`config.mk`:
```
export PLATFORM = sky130hd
export DESIGN_NAME = sfrb_regmap
export DESIGN_NICKNAME = d
export VERILOG_FILES = /design/src/hdl/sfrb_pkg.sv /design/src/hdl/sfrb_regmap.sv
export SDC_FILE = /design/constraint.sdc
export NUM_CORES = 1
export LEC_CHECK = 0
export BUFFER_PORTS_ARGS = -buffer_cell sky130_fd_sc_hd__buf_2
export CORE_UTILIZATION = 56
export CTS_CLUSTER_SIZE = 8
export DETAILED_ROUTE_END_ITERATION = 8
export HOLD_SLACK_MARGIN = 0.03
export PLACE_DENSITY = 0.81
export SYNTH_ARGS = -nofsm -noshare
export SYNTH_HDL_FRONTEND = slang
export SYNTH_SLANG_ARGS = --single-unit
```
`constraint.sdc`:
```
create_clock -name mclk -period 4.5 [get_ports mclk]
set_input_delay 1.35 -clock mclk [delete_from_list [all_inputs] [get_ports mclk]]
set_output_delay 1.35 -clock mclk [all_outputs]
set_load 0.02 [all_outputs]
```
`src/hdl/sfrb_pkg.sv`:
```
// package: bank-0 special register map constants and types
package sfrb_pkg;
    localparam logic [7:0] OFS_INDIRECT_DATA_WINDOW = 8'h00;
    localparam logic [7:0] OFS_TIMER0_COUNT         = 8'h01;
    localparam logic [7:0] OFS_PROGRAM_COUNTER_LOW  = 8'h02;
    localparam logic [7:0] OFS_CORE_FLAGS           = 8'h03;
    localparam logic [7:0] OFS_INDIRECT_POINTER     = 8'h04;
    localparam logic [7:0] OFS_PORT_A_IO            = 8'h05;
    localparam logic [7:0] OFS_PORT_B_IO            = 8'h06;
    localparam logic [7:0] OFS_PC_HIGH_LATCH        = 8'h0A;
    localparam logic [7:0] OFS_INTERRUPT_CONTROL    = 8'h0B;
    localparam logic [7:0] OFS_PERIPHERAL_IRQ_FLAGS = 8'h0C;
    localparam logic [7:0] OFS_TIMER1_LOW           = 8'h0E;
    localparam logic [7:0] OFS_TIMER1_HIGH          = 8'h0F;
    localparam logic [7:0] OFS_TIMER1_CONTROL       = 8'h10;
    localparam logic [7:0] OFS_TIMER2_COUNT         = 8'h11;
    localparam logic [7:0] OFS_TIMER2_CONTROL       = 8'h12;
    localparam logic [7:0] OFS_CCP_VALUE_LOW        = 8'h15;
    localparam logic [7:0] OFS_CCP_VALUE_HIGH       = 8'h16;
    localparam logic [7:0] OFS_CCP_CONTROL          = 8'h17;
    localparam logic [7:0] OFS_PWM_DEADBAND_CONTROL = 8'h18;
    localparam logic [7:0] OFS_AUTO_SHUTDOWN_CONTROL = 8'h19;
    localparam logic [7:0] OFS_ADC_RESULT           = 8'h1E;
    localparam logic [7:0] OFS_ADC_CONTROL          = 8'h1F;
    // extra register: direct address as seen by the core bank logic
    localparam logic [7:0] OFS_PC_UPPER_VIEW        = 8'h20;
    // implemented-bit masks, unimplemented bits read zero; MSK_FLAGS_WR marks the writable status bits
    localparam logic [7:0] MSK_PORT_A       = 8'h1F;
    localparam logic [7:0] MSK_PC_HIGH      = 8'h1F;
    localparam logic [7:0] MSK_IRQ_FLAGS    = 8'h47;
    localparam logic [7:0] MSK_T1_CONTROL   = 8'h3F;
    localparam logic [7:0] MSK_T2_CONTROL   = 8'h7F;
    localparam logic [7:0] MSK_AUTO_SHUT    = 8'hDF;
    localparam logic [7:0] MSK_FLAGS_WR     = 8'hE7;
    // reset values on power-on and brown-out
    localparam logic [7:0] RST_ZERO         = 8'h00;
    localparam logic [7:0] RST_CORE_FLAGS   = 8'h18;
    localparam logic [7:0] RST_TRIS         = 8'hFF;
    localparam int         BANK_SIZE        = 128;
    localparam int         NUM_REGS         = 32;
    localparam logic [1:0] BANK0            = 2'h0;
    localparam logic [1:0] BANK1            = 2'h1;
    localparam int         FLAG_C           = 0;
    localparam int         FLAG_DC          = 1;
    localparam int         FLAG_Z           = 2;
    localparam int         FLAG_PD          = 3;
    localparam int         FLAG_TO          = 4;

    typedef enum logic [1:0] {
        SFRB_IDLE = 2'b00,
        SFRB_DONE = 2'b01
    } sfrb_state_e;

    typedef struct packed {
        logic       z;
        logic       dc;
        logic       c;
        logic       alu_owns;
    } sfrb_alu_s;
endpackage

```
`src/hdl/sfrb_regmap.sv`:
```
// module: bank-0 special register map, Avalon-MM slave
//
// The implementer's own choice: register access over Avalon-MM.
`timescale 1ns/100ps
`default_nettype none
module sfrb_regmap (
    input  wire logic            mclk,
    input  wire logic            sys_rst,
    input  wire logic            por_rst,
    input  wire logic [7:0]      avs_address,
    input  wire logic            avs_read,
    input  wire logic            avs_write,
    input  wire logic [31:0]     avs_writedata,
    input  wire logic [3:0]      avs_byteenable,
    output var  logic [31:0]     avs_readdata,
    output var  logic            avs_waitrequest,
    output var  logic [1:0]      avs_response,
    input  wire sfrb_pkg::sfrb_alu_s alu,
    input  wire logic            pc_update,
    input  wire logic [7:0]      pc_low_next,
    input  wire logic            timeout_event,
    input  wire logic            powerdown_event,
    input  wire logic            flags_restore,
    input  wire logic [4:0]      port_a_pins,
    input  wire logic [7:0]      port_b_pins,
    input  wire logic [4:0]      port_a_dir_in,
    input  wire logic [7:0]      port_b_dir_in,
    output var  logic [4:0]      port_a_latch,
    output var  logic [7:0]      port_b_latch,
    output var  logic [4:0]      port_a_oe,
    output var  logic [7:0]      port_b_oe,
    output var  logic [12:0]     program_counter,
    output var  logic [7:0]      indirect_addr,
    output var  logic            indirect_wr,
    output var  logic [7:0]      indirect_wdata,
    input  wire logic [7:0]      indirect_rdata,
    output var  logic            direct_bank
);
    logic [7:0]                 regs [sfrb_pkg::NUM_REGS];
    logic [7:0]                 core_flags;
    logic [4:0]                 pc_high_latch;
    logic [7:0]                 program_counter_low;
    logic [4:0]                 pc_upper;
    logic [7:0]                 indirect_pointer;
    sfrb_pkg::sfrb_state_e      state;
    logic [4:0]                 reg_idx;
    logic                       bank_hi;
    logic                       in_window;
    logic                       shared;
    logic                       hit_plain;
    logic                       wr_go;
    logic [7:0]                 wdat;
    logic [7:0]                 rd_val;
    logic [7:0]                 plain_mask [sfrb_pkg::NUM_REGS];

    // bit 7 of the address picks the bank; only bank 0 peripherals live here
    assign bank_hi   = avs_address[7];
    assign reg_idx   = avs_address[4:0];
    assign in_window = (avs_address[6:5] == 2'b00);
    assign shared    = in_window && (reg_idx == sfrb_pkg::OFS_INDIRECT_DATA_WINDOW[4:0]
        || reg_idx == sfrb_pkg::OFS_PROGRAM_COUNTER_LOW[4:0] || reg_idx == sfrb_pkg::OFS_CORE_FLAGS[4:0]
        || reg_idx == sfrb_pkg::OFS_INDIRECT_POINTER[4:0] || reg_idx == sfrb_pkg::OFS_PC_HIGH_LATCH[4:0]
        || reg_idx == sfrb_pkg::OFS_INTERRUPT_CONTROL[4:0]);
    // shared addresses with plain storage (irq control) must also hit from bank 1
    assign hit_plain = in_window && (!bank_hi || shared) && (plain_mask[reg_idx] != 8'h00);
    // write lands on the edge where the master sees waitrequest low, never earlier
    assign wr_go     = avs_write && avs_byteenable[0] && (state == sfrb_pkg::SFRB_DONE);
    assign wdat      = avs_writedata[7:0];

    // per-address implemented-bit mask; zero mask means no plain storage
    always_comb begin
        for (int i = 0; i < sfrb_pkg::NUM_REGS; i++) begin
            plain_mask[i] = 8'h00;
        end
        plain_mask[sfrb_pkg::OFS_TIMER0_COUNT[4:0]]          = 8'hFF;
        plain_mask[sfrb_pkg::OFS_INTERRUPT_CONTROL[4:0]]     = 8'hFF;
        plain_mask[sfrb_pkg::OFS_PERIPHERAL_IRQ_FLAGS[4:0]]  = sfrb_pkg::MSK_IRQ_FLAGS;
        plain_mask[sfrb_pkg::OFS_TIMER1_LOW[4:0]]            = 8'hFF;
        plain_mask[sfrb_pkg::OFS_TIMER1_HIGH[4:0]]           = 8'hFF;
        plain_mask[sfrb_pkg::OFS_TIMER1_CONTROL[4:0]]        = sfrb_pkg::MSK_T1_CONTROL;
        plain_mask[sfrb_pkg::OFS_TIMER2_COUNT[4:0]]          = 8'hFF;
        plain_mask[sfrb_pkg::OFS_TIMER2_CONTROL[4:0]]        = sfrb_pkg::MSK_T2_CONTROL;
        plain_mask[sfrb_pkg::OFS_CCP_VALUE_LOW[4:0]]         = 8'hFF;
        plain_mask[sfrb_pkg::OFS_CCP_VALUE_HIGH[4:0]]        = 8'hFF;
        plain_mask[sfrb_pkg::OFS_CCP_CONTROL[4:0]]           = 8'hFF;
        plain_mask[sfrb_pkg::OFS_PWM_DEADBAND_CONTROL[4:0]]  = 8'hFF;
        plain_mask[sfrb_pkg::OFS_AUTO_SHUTDOWN_CONTROL[4:0]] = sfrb_pkg::MSK_AUTO_SHUT;
        plain_mask[sfrb_pkg::OFS_ADC_RESULT[4:0]]            = 8'hFF;
        plain_mask[sfrb_pkg::OFS_ADC_CONTROL[4:0]]           = 8'hFF;
    end

    // plain peripheral storage, one static byte per address
    generate
        for (genvar g = 0; g < sfrb_pkg::NUM_REGS; g++) begin : g_reg
            always_ff @(posedge mclk) begin
                if (sys_rst) begin
                    regs[g] <= sfrb_pkg::RST_ZERO;
                end else if (wr_go && hit_plain && reg_idx == 5'(g)) begin
                    regs[g] <= wdat & plain_mask[g];
                end
            end
        end
    endgenerate

    // status: bank bits writable, timeout and powerdown only by hardware
    always_ff @(posedge mclk) begin
        if (por_rst) begin
            core_flags <= sfrb_pkg::RST_CORE_FLAGS;
        end else begin
            if (wr_go && shared && reg_idx == sfrb_pkg::OFS_CORE_FLAGS[4:0]) begin
                core_flags[7:5] <= wdat[7:5];
                if (!alu.alu_owns) begin
                    core_flags[2:0] <= wdat[2:0];
                end
            end
            if (alu.alu_owns) begin
                core_flags[sfrb_pkg::FLAG_Z]  <= alu.z;
                core_flags[sfrb_pkg::FLAG_DC] <= alu.dc;
                core_flags[sfrb_pkg::FLAG_C]  <= alu.c;
            end
            if (timeout_event) begin
                core_flags[sfrb_pkg::FLAG_TO] <= 1'b0;
            end else if (flags_restore) begin
                core_flags[sfrb_pkg::FLAG_TO] <= 1'b1;
            end
            if (powerdown_event) begin
                core_flags[sfrb_pkg::FLAG_PD] <= 1'b0;
            end else if (flags_restore) begin
                core_flags[sfrb_pkg::FLAG_PD] <= 1'b1;
            end
        end
    end

    // pc latch holds until written; a PCL write or pc_update copies it to the upper pc, a latch write alone never moves pc
    always_ff @(posedge mclk) begin
        if (sys_rst) begin
            pc_high_latch <= sfrb_pkg::RST_ZERO[4:0];
        end else if (wr_go && shared && reg_idx == sfrb_pkg::OFS_PC_HIGH_LATCH[4:0]) begin
            pc_high_latch <= wdat[4:0] & sfrb_pkg::MSK_PC_HIGH[4:0];
        end
    end

    always_ff @(posedge mclk) begin
        if (sys_rst) begin
            program_counter_low <= sfrb_pkg::RST_ZERO;
            pc_upper            <= sfrb_pkg::RST_ZERO[4:0];
        end else if (wr_go && shared && reg_idx == sfrb_pkg::OFS_PROGRAM_COUNTER_LOW[4:0]) begin
            program_counter_low <= wdat;
            pc_upper            <= pc_high_latch;
        end else if (pc_update) begin
            program_counter_low <= pc_low_next;
            pc_upper            <= pc_high_latch;
        end
    end

    always_ff @(posedge mclk) begin
        if (sys_rst) begin
            indirect_pointer <= sfrb_pkg::RST_ZERO;
        end else if (wr_go && shared && reg_idx == sfrb_pkg::OFS_INDIRECT_POINTER[4:0]) begin
            indirect_pointer <= wdat;
        end
    end

    // port latches keep their value across resets; only direction resets
    always_ff @(posedge mclk) begin
        if (wr_go && in_window && !bank_hi && reg_idx == sfrb_pkg::OFS_PORT_A_IO[4:0]) begin
            port_a_latch <= wdat[4:0];
        end
        if (wr_go && in_window && !bank_hi && reg_idx == sfrb_pkg::OFS_PORT_B_IO[4:0]) begin
            port_b_latch <= wdat;
        end
    end

    always_ff @(posedge mclk) begin
        if (sys_rst) begin
            port_a_oe <= 5'h00;
            port_b_oe <= 8'h00;
        end else begin
            port_a_oe <= ~port_a_dir_in;
            port_b_oe <= ~port_b_dir_in;
        end
    end

    // indirect window: the pointer addresses data memory, no storage here
    always_ff @(posedge mclk) begin
        if (sys_rst) begin
            indirect_wr    <= 1'b0;
            indirect_wdata <= sfrb_pkg::RST_ZERO;
        end else begin
            indirect_wr    <= wr_go && shared && reg_idx == sfrb_pkg::OFS_INDIRECT_DATA_WINDOW[4:0];
            indirect_wdata <= wdat;
        end
    end

    always_ff @(posedge mclk) begin
        if (sys_rst) begin
            indirect_addr   <= sfrb_pkg::RST_ZERO;
            program_counter <= 13'h0000;
            direct_bank     <= 1'b0;
        end else begin
            indirect_addr   <= indirect_pointer;
            program_counter <= {pc_upper, program_counter_low};
            direct_bank     <= core_flags[5];
        end
    end

    // read mux; upper pc has no address so it never appears here
    always_comb begin
        rd_val = 8'h00;
        if (in_window) begin
            if (shared && reg_idx == sfrb_pkg::OFS_INDIRECT_DATA_WINDOW[4:0]) begin
                rd_val = indirect_rdata;
            end else if (shared && reg_idx == sfrb_pkg::OFS_PROGRAM_COUNTER_LOW[4:0]) begin
                rd_val = program_counter_low;
            end else if (shared && reg_idx == sfrb_pkg::OFS_CORE_FLAGS[4:0]) begin
                rd_val = core_flags;
            end else if (shared && reg_idx == sfrb_pkg::OFS_INDIRECT_POINTER[4:0]) begin
                rd_val = indirect_pointer;
            end else if (shared && reg_idx == sfrb_pkg::OFS_PC_HIGH_LATCH[4:0]) begin
                rd_val = {3'b000, pc_high_latch};
            end else if (shared && reg_idx == sfrb_pkg::OFS_INTERRUPT_CONTROL[4:0]) begin
                rd_val = regs[reg_idx];
            end else if (!bank_hi && reg_idx == sfrb_pkg::OFS_PORT_A_IO[4:0]) begin
                rd_val = {3'b000, port_a_pins};
            end else if (!bank_hi && reg_idx == sfrb_pkg::OFS_PORT_B_IO[4:0]) begin
                rd_val = port_b_pins;
            end else if (hit_plain) begin
                rd_val = regs[reg_idx] & plain_mask[reg_idx];
            end
        end
    end

    // one wait cycle: request in IDLE, answer in DONE, then back to IDLE
    always_ff @(posedge mclk) begin
        if (sys_rst) begin
            state           <= sfrb_pkg::SFRB_IDLE;
            avs_waitrequest <= 1'b1;
            avs_readdata    <= 32'h0000_0000;
            avs_response    <= 2'b00;
        end else begin
            case (state)
                sfrb_pkg::SFRB_IDLE: begin
                    if (avs_read || avs_write) begin
                        state           <= sfrb_pkg::SFRB_DONE;
                        avs_waitrequest <= 1'b0;
                        avs_readdata    <= {24'h00_0000, rd_val};
                    end else begin
                        avs_waitrequest <= 1'b1;
                    end
                end
                sfrb_pkg::SFRB_DONE: begin
                    state           <= sfrb_pkg::SFRB_IDLE;
                    avs_waitrequest <= 1'b1;
                end
                default: begin
                    state           <= sfrb_pkg::SFRB_IDLE;
                    avs_waitrequest <= 1'b1;
                end
            endcase
        end
    end
endmodule
`default_nettype wire

```
==> Yosys cells after proc, flatten, opt, wreduce, memory -nomap -nowiden <==
Memory sizes are Yosys's and may differ from the RTL's.
Cells that the tools add are included.
{ "classes": {"n_eq_ne": 31, "bitwise_logic": 37, "reduce_logical": 74, "n_lt_le_gt_ge": 1, "n_mux": 152} }
{ "ops": {"columns": ["operator", "count"], "rows": [
  ["8-bit 2-to-1 mux", 46],
  ["1-bit 2-to-1 mux", 102],
  ["5-bit == test (second input constant)", 16],
  ["1-bit logical AND", 56],
  ["5-bit by 4-bit == test with 1-bit output (second input constant)", 8],
  ["1-bit bitwise OR", 32],
  ["5-bit by 3-bit == test with 1-bit output (second input constant)", 4],
  ["5-bit by 2-bit == test with 1-bit output (second input constant)", 2],
  ["5-bit 2-to-1 mux", 2],
  ["8-bit bitwise AND", 1],
  ["8-bit NOT", 1],
  ["2-bit nonzero test", 4],
  ["8-bit nonzero test", 1],
  ["1-bit logical OR", 7],
  ["6-bit greater-or-equal comparator (second input constant)", 1],
  ["3-bit 2-to-1 mux", 2],
  ["5-bit NOT with 6-bit output", 1],
  ["5-bit by 1-bit == test with 1-bit output (second input constant)", 1],
  ["5-bit zero test", 1],
  ["5-bit NOT", 1],
  ["2-bit zero test", 2],
  ["2-bit AND reduction", 1],
  ["2-bit OR reduction", 1],
  ["1-bit zero test", 1],
  ["1-bit NOT", 1]
]} }
{ "totals": {"romBits": 256, "inputBits": 99, "out_inout_bits": 92, "ff_bits": 101, "word_cells": 317, "mem_bits_rw": 256, "mem_count": 2} }
{ "memory_table": {"columns": ["name", "words", "word_bits", "rd", "rd_ports_with_merged_regs", "wr", "line", "rtl"], "rows": [
  ["(no name shown)", 32, 8, 1, 0, 0, "sfrb_regmap.sv:228", "rd_val = regs[reg_idx] & plain_mask[reg_idx];"],
  ["regs", 32, 8, 1, 0, 32, "sfrb_regmap.sv:39", "logic [7:0] regs [sfrb_pkg::NUM_REGS];"]
]} }

==> Logic depth before layout (Yosys ltp) <==
Gate-level depths: netlist (run 1).
{ "depth": {"ltp_word": 20, "ltp_mapped": 13, "ltp_nobuf": 8} }

==> Worst setup path before layout (run 1) <==
No wires, ideal clock.
{ "synth_timing": {"path_kind": "input-to-reg", "start": "input port avs_address[1]", "end": "memory regs[23][0], enable pin", "n_path_buf": 4, "slack_ps": 366, "t_arrival_ps": 3760, "required_ps": 4125, "setup_time_ps": 375, "path_stages": 12, "cell_sequence": "buf_6 buf_6 buf_2 inv_1 ha_1 nor2b_1 o311a_1 o221a_2 o21a_2 nand2_2 buf_4 o21bai_1"} }
{ "synth_rtl": {"columns": ["item", "line", "rtl"], "rows": [
  ["start, declared", "sfrb_regmap.sv:10", "input wire logic [7:0] avs_address,"],
  ["end, declared", "sfrb_regmap.sv:39", null]
]} }

==> impl_metrics.yaml, run 1 <==
setup_path:
  critical_path.slowest_cell: "o21bai_1"
  critical_path_class: "in -> reg"
  critPathTopFamily: "compound AO/OA/AOI/OAI gates"
  critPathMaxFanout: 22
  start_kind: "input port"
  r2r_slack_ns: 2.37
  end_kind: "flip-flop"
  crit_chain: "buf_2, buf_4, or2_2, o32ai_2, o221a_2, o21a_2, nand2_1, o21bai_1"
  cp_num_buf_inv: 2
  required_ns: 4.66
  cp.arrival_ns: 3.70
  slowest_delay_ns: 0.67
route:
  via_per_inst: 6.136
  drt_iter0_drc: 969
  wire_per_inst_um: 20.54
  firstDrtPassIters: 6
  ant_nets: 0
  num_vias: 8087
  drc: 0
  drt_wl_total_mm: 27.07
timing:
  hold_violations: 0
  holdWs_ns: 0.4613
  slew_headroom: 0.3547
  setup_viol: 0
  fin_crit_sh: 0.7846
  max_freq_mhz: 283.2
  period_minus_slack_ns: 3.531
  clock_skew_ns: 0.01825
  slew_violations: 0
  tns_ns: 0
  worst_slew_pin_slew_ns: 0.9680
  rsz0062_at_grt: "no"
finish:
  final_common_cell: "buf_2"
  fin_util: 0.6683
  fill_cells: 1308
  layout-drive-gt1-share: 0.2315
  final_cell_mix: "buf_2 (137), edfxtp_1 (125), nor2_1 (101)"
  final_nets: 1177
  antenna_cells: 0
  syn2layout_area_growth_pct: 16.41
  fin_area_um2: 11560
pwr:
  p_per_area_nw_per_um2: 396.5
  p_leak_uw: 0.004534
  vdd_ir_drop_max_mv: 0.3080
yosys:
  avgSynthCellArea_um2: 10.57
  ys_ff_latch: 213
  ys_async_sr_fraction: 0
  yosysSeqAreaShare: 0.5554
  synth_ff_type: "edfxtp_1"
  syn_inst: 939
  yosysWarnings: 0
  synth_edf_count: 125
  synthesis.area_um2: 9930
  synthDistinctLibCells: 78
global_routing:
  grt_pass1_wl_mm: 41.88
  grtUsageTotal: 0.3000
  grt_pass1_vias: 7513
  grt_max_degree: 64
  antenna_found_initial: 1
  overflow: 0
floorplan:
  die_w_um: 135.2
  core-area_um2: 17300
  io_pins: 191
  die_y_um: 135.2
  start_util: 0.5741
  die_area_um2: 18270
  rows: 48
cts:
  cts_tree: "done"
  post_cts_buffers: 0
  cts_resized: 0
  clkLatencyLatePin_ns: 0.54
  cts_buffers: 30
  cts_root_buf: "clkbuf_16"
  cts_hold_buf: 0
  clock_path_buffers: 3
  numClockSinks: 213
  htree_num_levels: 1
  path_clk_slew_ns: 0.05
placement:
  io_buffer_count: 137
  dpl.hpwl_mm: 18.71
  dpl_cell_area_um2: 10700
  place.gp.congestion: 0.9724
worst_hold_path:
  hold_path_class: "reg -> reg"
run:
  cap_violations: 0
status:
  status: "finished, final reports clean"
[per-stage QoR]
| step | setup WS, ns | power [uW] | cells |
|---|---|---|---|
| after floorplan | 0.3657 | 2433 | 964 |
| after global placement | 0.4725 | 2544 | 1267 |
| after detailed placement | 0.4423 | 2551 | 1267 |
| after CTS | 0.9851 | 4588 | 1318 |
| after global routing | 0.8204 | 4705 | 1318 |
| final | 0.9693 | 4582 | 1318 |
[area by class of cell]
class	instances	area [um^2]	area share
Multi-Input combinational cell	638	3870	0.3348
Inverter	16	60.06	0.005196
Sequential cell	213	5515	0.4772
Timing Repair Buffer	175	970.9	0.08400
Clock buffer	51	860.8	0.07447
Tap cell	225	281.5	0.02436
[final timing paths]
path,cells after the start,endpoint,from
min,1,program_counter[12],pc_upper[4]
max,8,regs[31][7],avs_address[2]
min reg2reg,1,program_counter[12],pc_upper[4]
max reg2reg,6,avs_readdata[2],regs[25][2]
[synthesized netlist by cell type (all sizes together) (6+ instances only)]
cell	number	area [um^2]
inv	16	60.05
or2	7	43.79
nand2b	19	118.9
edfxtp	125	3754
nor2	101	379.1
nand3	33	165.2
buf	63	450.4
o21ai	24	123.9
a221oi	11	96.34
a211oi	11	87.58
o31ai	7	52.55
a21oi	51	262.8
mux2i	30	300.3
o21a	7	55.06
clkbuf	34	127.6
nor2b	28	175.2
o22ai	13	81.33
nand4	6	37.54
nor3	78	390.4
a22oi	10	75.07
mux2	18	202.7
o21bai	13	97.59
nand2	67	254.0
dfxtp	88	1762
o211ai	6	55.05
[registers in the layout, summed over array words and instances (netlist names), 8 cells and up]
signal,count
regs,112
port_b_latch,8
program_counter,13
port_b_oe,8
core_flags,8
program_counter_low,8
indirect_addr,8
indirect_wdata,8
avs_readdata,8
indirect_pointer,8
[report_power, final]
group / total (uW) / internal, uW / leakage (uW) / switching [uW]
registers: 2140 / 2120 / 0.00199 / 20.9
logic: 389 / 126 / 0.00213 / 262
clock network: 2060 / 1270 / 0.000412 / 784
total: 4580 / 3520 / 0.00453 / 1070
[metal layers]
metal	share of wire	wire, um	GRT usage	up-vias
met2	0.46	12360	0.4721	558
met5	0.00048	13	0	-
li1	-	-	-	3652
met3	0.11	3082	0.06322	90
met1	0.39	10670	0.4041	3785
met4	0.035	938	0.1230	2
[kinds of logic after synthesis]
logic type / count (synthesis) / synth area share
adder cells (fa/ha/maj): 4 / 0.005041
multiplexers: 50 / 0.05519
AO/OA/AOI/OAI: 188 / 0.1322
buffers and inverters: 113 / 0.06426
AND/OR/NAND/NOR: 370 / 0.1875
flip-flops: 213 / 0.5554
other: 1 / 0.0003777
No activity file was read; power rests on OpenSTA's default activity.
==> run 2: changes to the inputs <==
clock period = 3.4 ns   (was 4.5 ns; I/O delays follow)
==> impl_metrics.yaml, run 2 (synthesized netlist as in run 1, its figures left out) <==
global_routing:
  overflow: 0
  grtUsageTotal: 0.3024
  grt_pass1_wl_mm: 41.97
  busiest_layer: "met2"
  antenna_found_initial: 0
  grt_util_met1: 0.4062
  grt_pass1_vias: 7596
  grt_max_degree: 37
  grt_util_met2: 0.4812
  met3_usage: 0.05537
cts:
  cts_resized: 0
  cts_tree: "done"
  post_cts_buffers: 0
  path_clk_slew_ns: 0.05
  numClockSinks: 213
  cts_buffers: 30
  htree_num_levels: 1
  clock_path_buffers: 3
  cts_root_buf: "clkbuf_16"
  cts_hold_buf: 0
  clkLatencyLatePin_ns: 0.54
timing:
  rsz0062_at_grt: "no"
  clock_skew_ns: 0.01420
  tns_ns: 0
  slew_headroom: 0.4824
  period_minus_slack_ns: 2.833
  max_freq_mhz: 352.9
  fin_crit_sh: 0.8333
  worst_slew_pin_slew_ns: 0.7763
  setup_viol: 0
  hold_violations: 0
  slew_violations: 0
route:
  drt_iter0_drc: 1006
  ant_nets: 0
  drt_wl_total_mm: 27.78
  num_vias: 8272
  drc: 0
  firstDrtPassIters: 7
  via_per_inst: 6.091
  wire_per_inst_um: 20.45
finish:
  final_common_cell: "buf_2"
  layout-drive-gt1-share: 0.2745
  reg_top3: "regs (112), program_counter (13)"
  fill_cells: 1287
  final_cell_mix: "buf_2 (137), edfxtp_1 (125), nor2_1 (101)"
  largest_reg_flops: 112
  syn2layout_area_growth_pct: 20.72
  fin_area_um2: 11990
  fin_util: 0.6930
  finalNonFillerCells: 1358
  top_register: "regs"
  final_nets: 1219
  antenna_cells: 0
pwr:
  vdd_ir_drop_max_mv: 0.4439
  pwr-share-comb: 0.092
  sequentialPowerShare: 0.468
  power_uw: 6050
  p_leak_uw: 0.004768
  p_sw_frac: 0.2342
  switching_power_uw: 1417
  p_per_area_nw_per_um2: 504.7
  power.internal_uw: 4633
  power_frac_clock: 0.440
setup_path:
  critical_path_class: "in -> reg"
  crit_chain: "buf_2, buf_4, ha_1, mux2i_1, a211oi_2, o21a_2, o211ai_2, o21bai_1"
  required_ns: 3.57
  critPathMaxFanout: 7
  critical_path.slowest_cell: "o21bai_1"
  start_kind: "input port"
  slowest_delay_ns: 0.58
  end_kind: "flip-flop"
  cp.arrival_ns: 3.00
floorplan:
  io_pins: 191
  start_util: 0.5741
  die_w_um: 135.2
  die_area_um2: 18270
  core-area_um2: 17300
  die_y_um: 135.2
  rows: 48
placement:
  placed_cells: 1309
  io_buffer_count: 137
  dpl.hpwl_mm: 19.50
  place.gp.congestion: 0.9760
  dpl_cell_area_um2: 11140
worst_hold_path:
  hold_path_class: "reg -> reg"
status:
  status: "finished, final reports clean"
run:
  cap_violations: 0
## run 2: cell count changes in the layout (fill, tap and decap cells not counted), sizes merged
cell	before	now
buf	175	217
clkbuf	51	48
clkinv	0	1
## run 2: path summary, 6_finish.rpt
check | cells past startpoint | to | from | slack, ns
worst max-delay path | 8 | regs[25][0] | avs_address[0] | 0.57
worst min-delay path | 2 | core_flags[6] | core_flags[6] | 0.46
worst max register to register | 7 | avs_readdata[2] | regs[25][2] | 1.35
worst min register to register | 2 | core_flags[6] | core_flags[6] | 0.46
## run 2: area by class of cell
cell class,instances,area (um^2),share of cell area
Sequential cell,213,5515,0.4601
Clock buffer,48,828.3,0.06910
Multi-Input combinational cell,638,3961,0.3305
Timing Repair Buffer,217,1324,0.1104
Tap cell,225,281.5,0.02349
Inverter,16,60.06,0.005010
Clock inverter,1,16.27,0.001357
## run 2: critical path: cells and delay by family
family | cells | cell delay, ns
AOI/OAI and AO/OA | 4 | 1.29
adders and majority gates | 1 | 0.27
buffers and inverters | 2 | 0.32
muxes | 1 | 0.11
## run 2: stage by stage
step / setup slack, ns / hold slack, ns
floorplan: -0.04225 / 0.4301
global placement: 0.08311 / 0.4440
detailed placement: 0.03849 / 0.4496
CTS: 0.5932 / 0.4567
global route: 0.4504 / 0.4813
finish: 0.5667 / 0.4588
## run 2: power groups by stage
stage | logic (uW) | clock network, uW | registers [uW]
2_1_floorplan | 338 | 0 | 2890
3_3_place_gp | 532 | 0 | 2870
3_5_place_dp | 541 | 0 | 2880
4_1_cts | 545 | 2690 | 2830
5_1_grt | 590 | 2780 | 2830
6_report | 557 | 2660 | 2830
## run 2: per-layer routing
metal  wire, um  share of wire
met3       2818           0.10
met1      11050           0.40
met4       1220          0.044
met2      12690           0.46
met5          0              0
==> run 3: changes to the inputs <==
ABC_AREA = 1   (was default)
CORE_UTILIZATION = 50   (was 56)
PLACE_DENSITY = 0.76   (was 0.81)
clock period = 2.55 ns   (was 3.4 ns; I/O delays follow)
==> impl_metrics.yaml, run 3 <==
yosys:
  syn_inst: 1145
  synth_edf_count: 125
  yosys.area.top_type: "edfxtp_1"
  yosysSeqAreaShare: 0.5706
  yosys-top-cells-count: "nand2_1 (272), nor2_1 (240), edfxtp_1 (125)"
  yosysWarnings: 0
  synth_ff_type: "edfxtp_1"
  netlist.area_leader.share: 0.3883
  ys_ff_latch: 213
  synthMostInstantiatedCell: "nand2_1"
  synthDistinctLibCells: 34
  ys_async_sr_fraction: 0
  avgSynthCellArea_um2: 8.442
  synth_area_leaders: "edfxtp_1 (39%), dfxtp_1 (18%), nand2_1 (11%), nor2_1 (9.3%), inv_1 (3.8%)"
  synthesis.area_um2: 9666
pwr:
  power.internal_uw: 6138
  sequentialPowerShare: 0.468
  p_per_area_nw_per_um2: 664.5
  switching_power_uw: 1936
  power_frac_clock: 0.443
  p_sw_frac: 0.2398
  pwr-share-comb: 0.090
  vdd_ir_drop_max_mv: 0.5190
  p_leak_uw: 0.005444
setup_path:
  crit_path_start: "avs_address[0]"
  critPathMostFrequentCell: "nand2_1"
  end_kind: "flip-flop"
  crit_chain: "buf_2, buf_12, buf_4, nand2_1, inv_1, nand2_1, nand3_1, nand2_1, nand3_1, nand3_1, o21bai_1, nand2_1, nand2_1, nand2_1, nand2_1, nand2_1, nand2_1, nand2_1, a21oi_1"
  start_kind: "input port"
  critPathMaxFanout: 7
  required_ns: 3.03
  critical_path.slowest_cell: "inv_1"
  slowest_delay_ns: 0.24
  critical_path_class: "in -> reg"
  cp.arrival_ns: 2.85
  timing.rr.start: "regs[25][3]"
finish:
  antenna_cells: 0
  seqCellArea_um2: 5515
  fill_cells: 1530
  fin_util: 0.6452
  syn2layout_area_growth_pct: 25.71
  multiInputGateArea_um2: 3620
  reg_top3: "regs (112), program_counter (13)"
  final_nets: 1475
  largest_reg_flops: 112
  top_register: "regs"
  final_cell_mix: "nand2_1 (250), nor2_1 (238), buf_2 (137)"
  final_common_cell: "nand2_1"
  layout-drive-gt1-share: 0.2468
global_routing:
  grt_max_degree: 47
  grt_pass1_wl_mm: 40.96
  grtUsageTotal: 0.2667
  antenna_found_initial: 0
  overflow: 0
  grt_pass1_vias: 7959
route:
  drc: 0
  wire_per_inst_um: 15.92
  drt_wl_total_mm: 26.28
  ant_nets: 0
  firstDrtPassIters: 5
  via_per_inst: 5.105
  drt_iter0_drc: 775
  num_vias: 8424
cts:
  numClockSinks: 213
  path_clk_slew_ns: 0.05
  cts_tree: "done"
  clkLatencyLatePin_ns: 0.54
  cts_buffers: 30
  htree_num_levels: 1
  cts_root_buf: "clkbuf_16"
  clock_path_buffers: 3
placement:
  dpl.hpwl_mm: 18.94
  io_buffer_count: 137
  dp_slack_ns: -0.4356
  place.gp.congestion: 0.9645
timing:
  tns_ns: 0
  fin_crit_sh: 0.9310
  slew_headroom: 0.4578
  hold_violations: 0
  period_minus_slack_ns: 2.374
  setup_viol: 0
  rsz0062_at_grt: "no"
  slew_violations: 0
  worst_slew_pin_slew_ns: 0.8124
  clock_skew_ns: 0.01409
  max_freq_mhz: 421.2
  fin_ws_ns: 0.1759
floorplan:
  start_util: 0.5133
  die_y_um: 141.0
  core-area_um2: 18830
  die_area_um2: 19890
  io_pins: 191
  die_w_um: 141.0
  rows: 50
run:
  cap_violations: 0
worst_hold_path:
  min-delay-start: "port_b_dir_in[7]"
  hold_path_class: "in -> reg"
status:
  status: "finished, final reports clean"
-- run 3: layout make-up --
type,count,area share
Clock buffer,48,0.06735
Multi-Input combinational cell,787,0.2979
Timing Repair Buffer,235,0.1180
Sequential cell,213,0.4539
Clock inverter,2,0.002883
Tap cell,260,0.02677
Inverter,105,0.03316
-- run 3: layer usage --
metal | vias up | GRT usage | share of wire
li1 | 4095 | - | -
met1 | 3899 | 0.3478 | 0.42
met2 | 377 | 0.4577 | 0.48
met3 | 53 | 0.04484 | 0.075
met4 | 0 | 0.07494 | 0.020
met5 | - | 0 | 0
-- run 3: power groups by stage --
stage               clock, uW  combinational [uW]  sequential (uW)
global placement            0                 699             3840
finish                   3570                 726             3780
floorplan                   0                 420             3870
CTS                      3620                 715             3770
global route             3750                 796             3780
detailed placement          0                 709             3840
-- run 3: final timing paths --
kind                              end  slack [ns]  cells past startpoint
hold / removal           port_b_oe[7]        0.37                      2
setup reg to reg      avs_readdata[3]        0.63                     15
setup / recovery      avs_readdata[3]        0.18                     19
hold reg to reg   program_counter[12]        0.43                      2
-- run 3: logic make-up after synthesis --
family / Yosys count / share of synthesized area
simple gates: 604 / 0.2629
flops: 213 / 0.5706
buf+inv: 170 / 0.07871
compound gates: 153 / 0.08220
fa+ha+maj: 4 / 0.005178
other cells: 1 / 0.0003880
-- run 3: worst max-delay path, delay by kind of cell --
| family | cells | cell delay [ns] |
|---|---|---|
| buffers and inverters | 4 | 0.66 |
| AOI/OAI and AO/OA | 2 | 0.27 |
| and+or+nand+nor | 13 | 1.14 |
-- run 3: through the flow --
step | area, um^2 | power (uW) | hold WS (ns) | instances
after floorplan | 9915 | 4285 | 0.4101 | 1170
after detailed placement | 11270 | 4550 | 0.4257 | 1600
final | 12150 | 8074 | 0.3660 | 1650
after global routing | 12150 | 8330 | 0.3694 | 1650
after global placement | 11270 | 4538 | 0.4202 | 1600
after CTS | 12130 | 8113 | 0.3504 | 1650
-- run 3: what timing repair did --
action                     in CTS  in global routing
hold buffers                    0                  0
setup endpoints to repair       0                124
setup buffers                   0                  0
gates resized for setup         0                  6
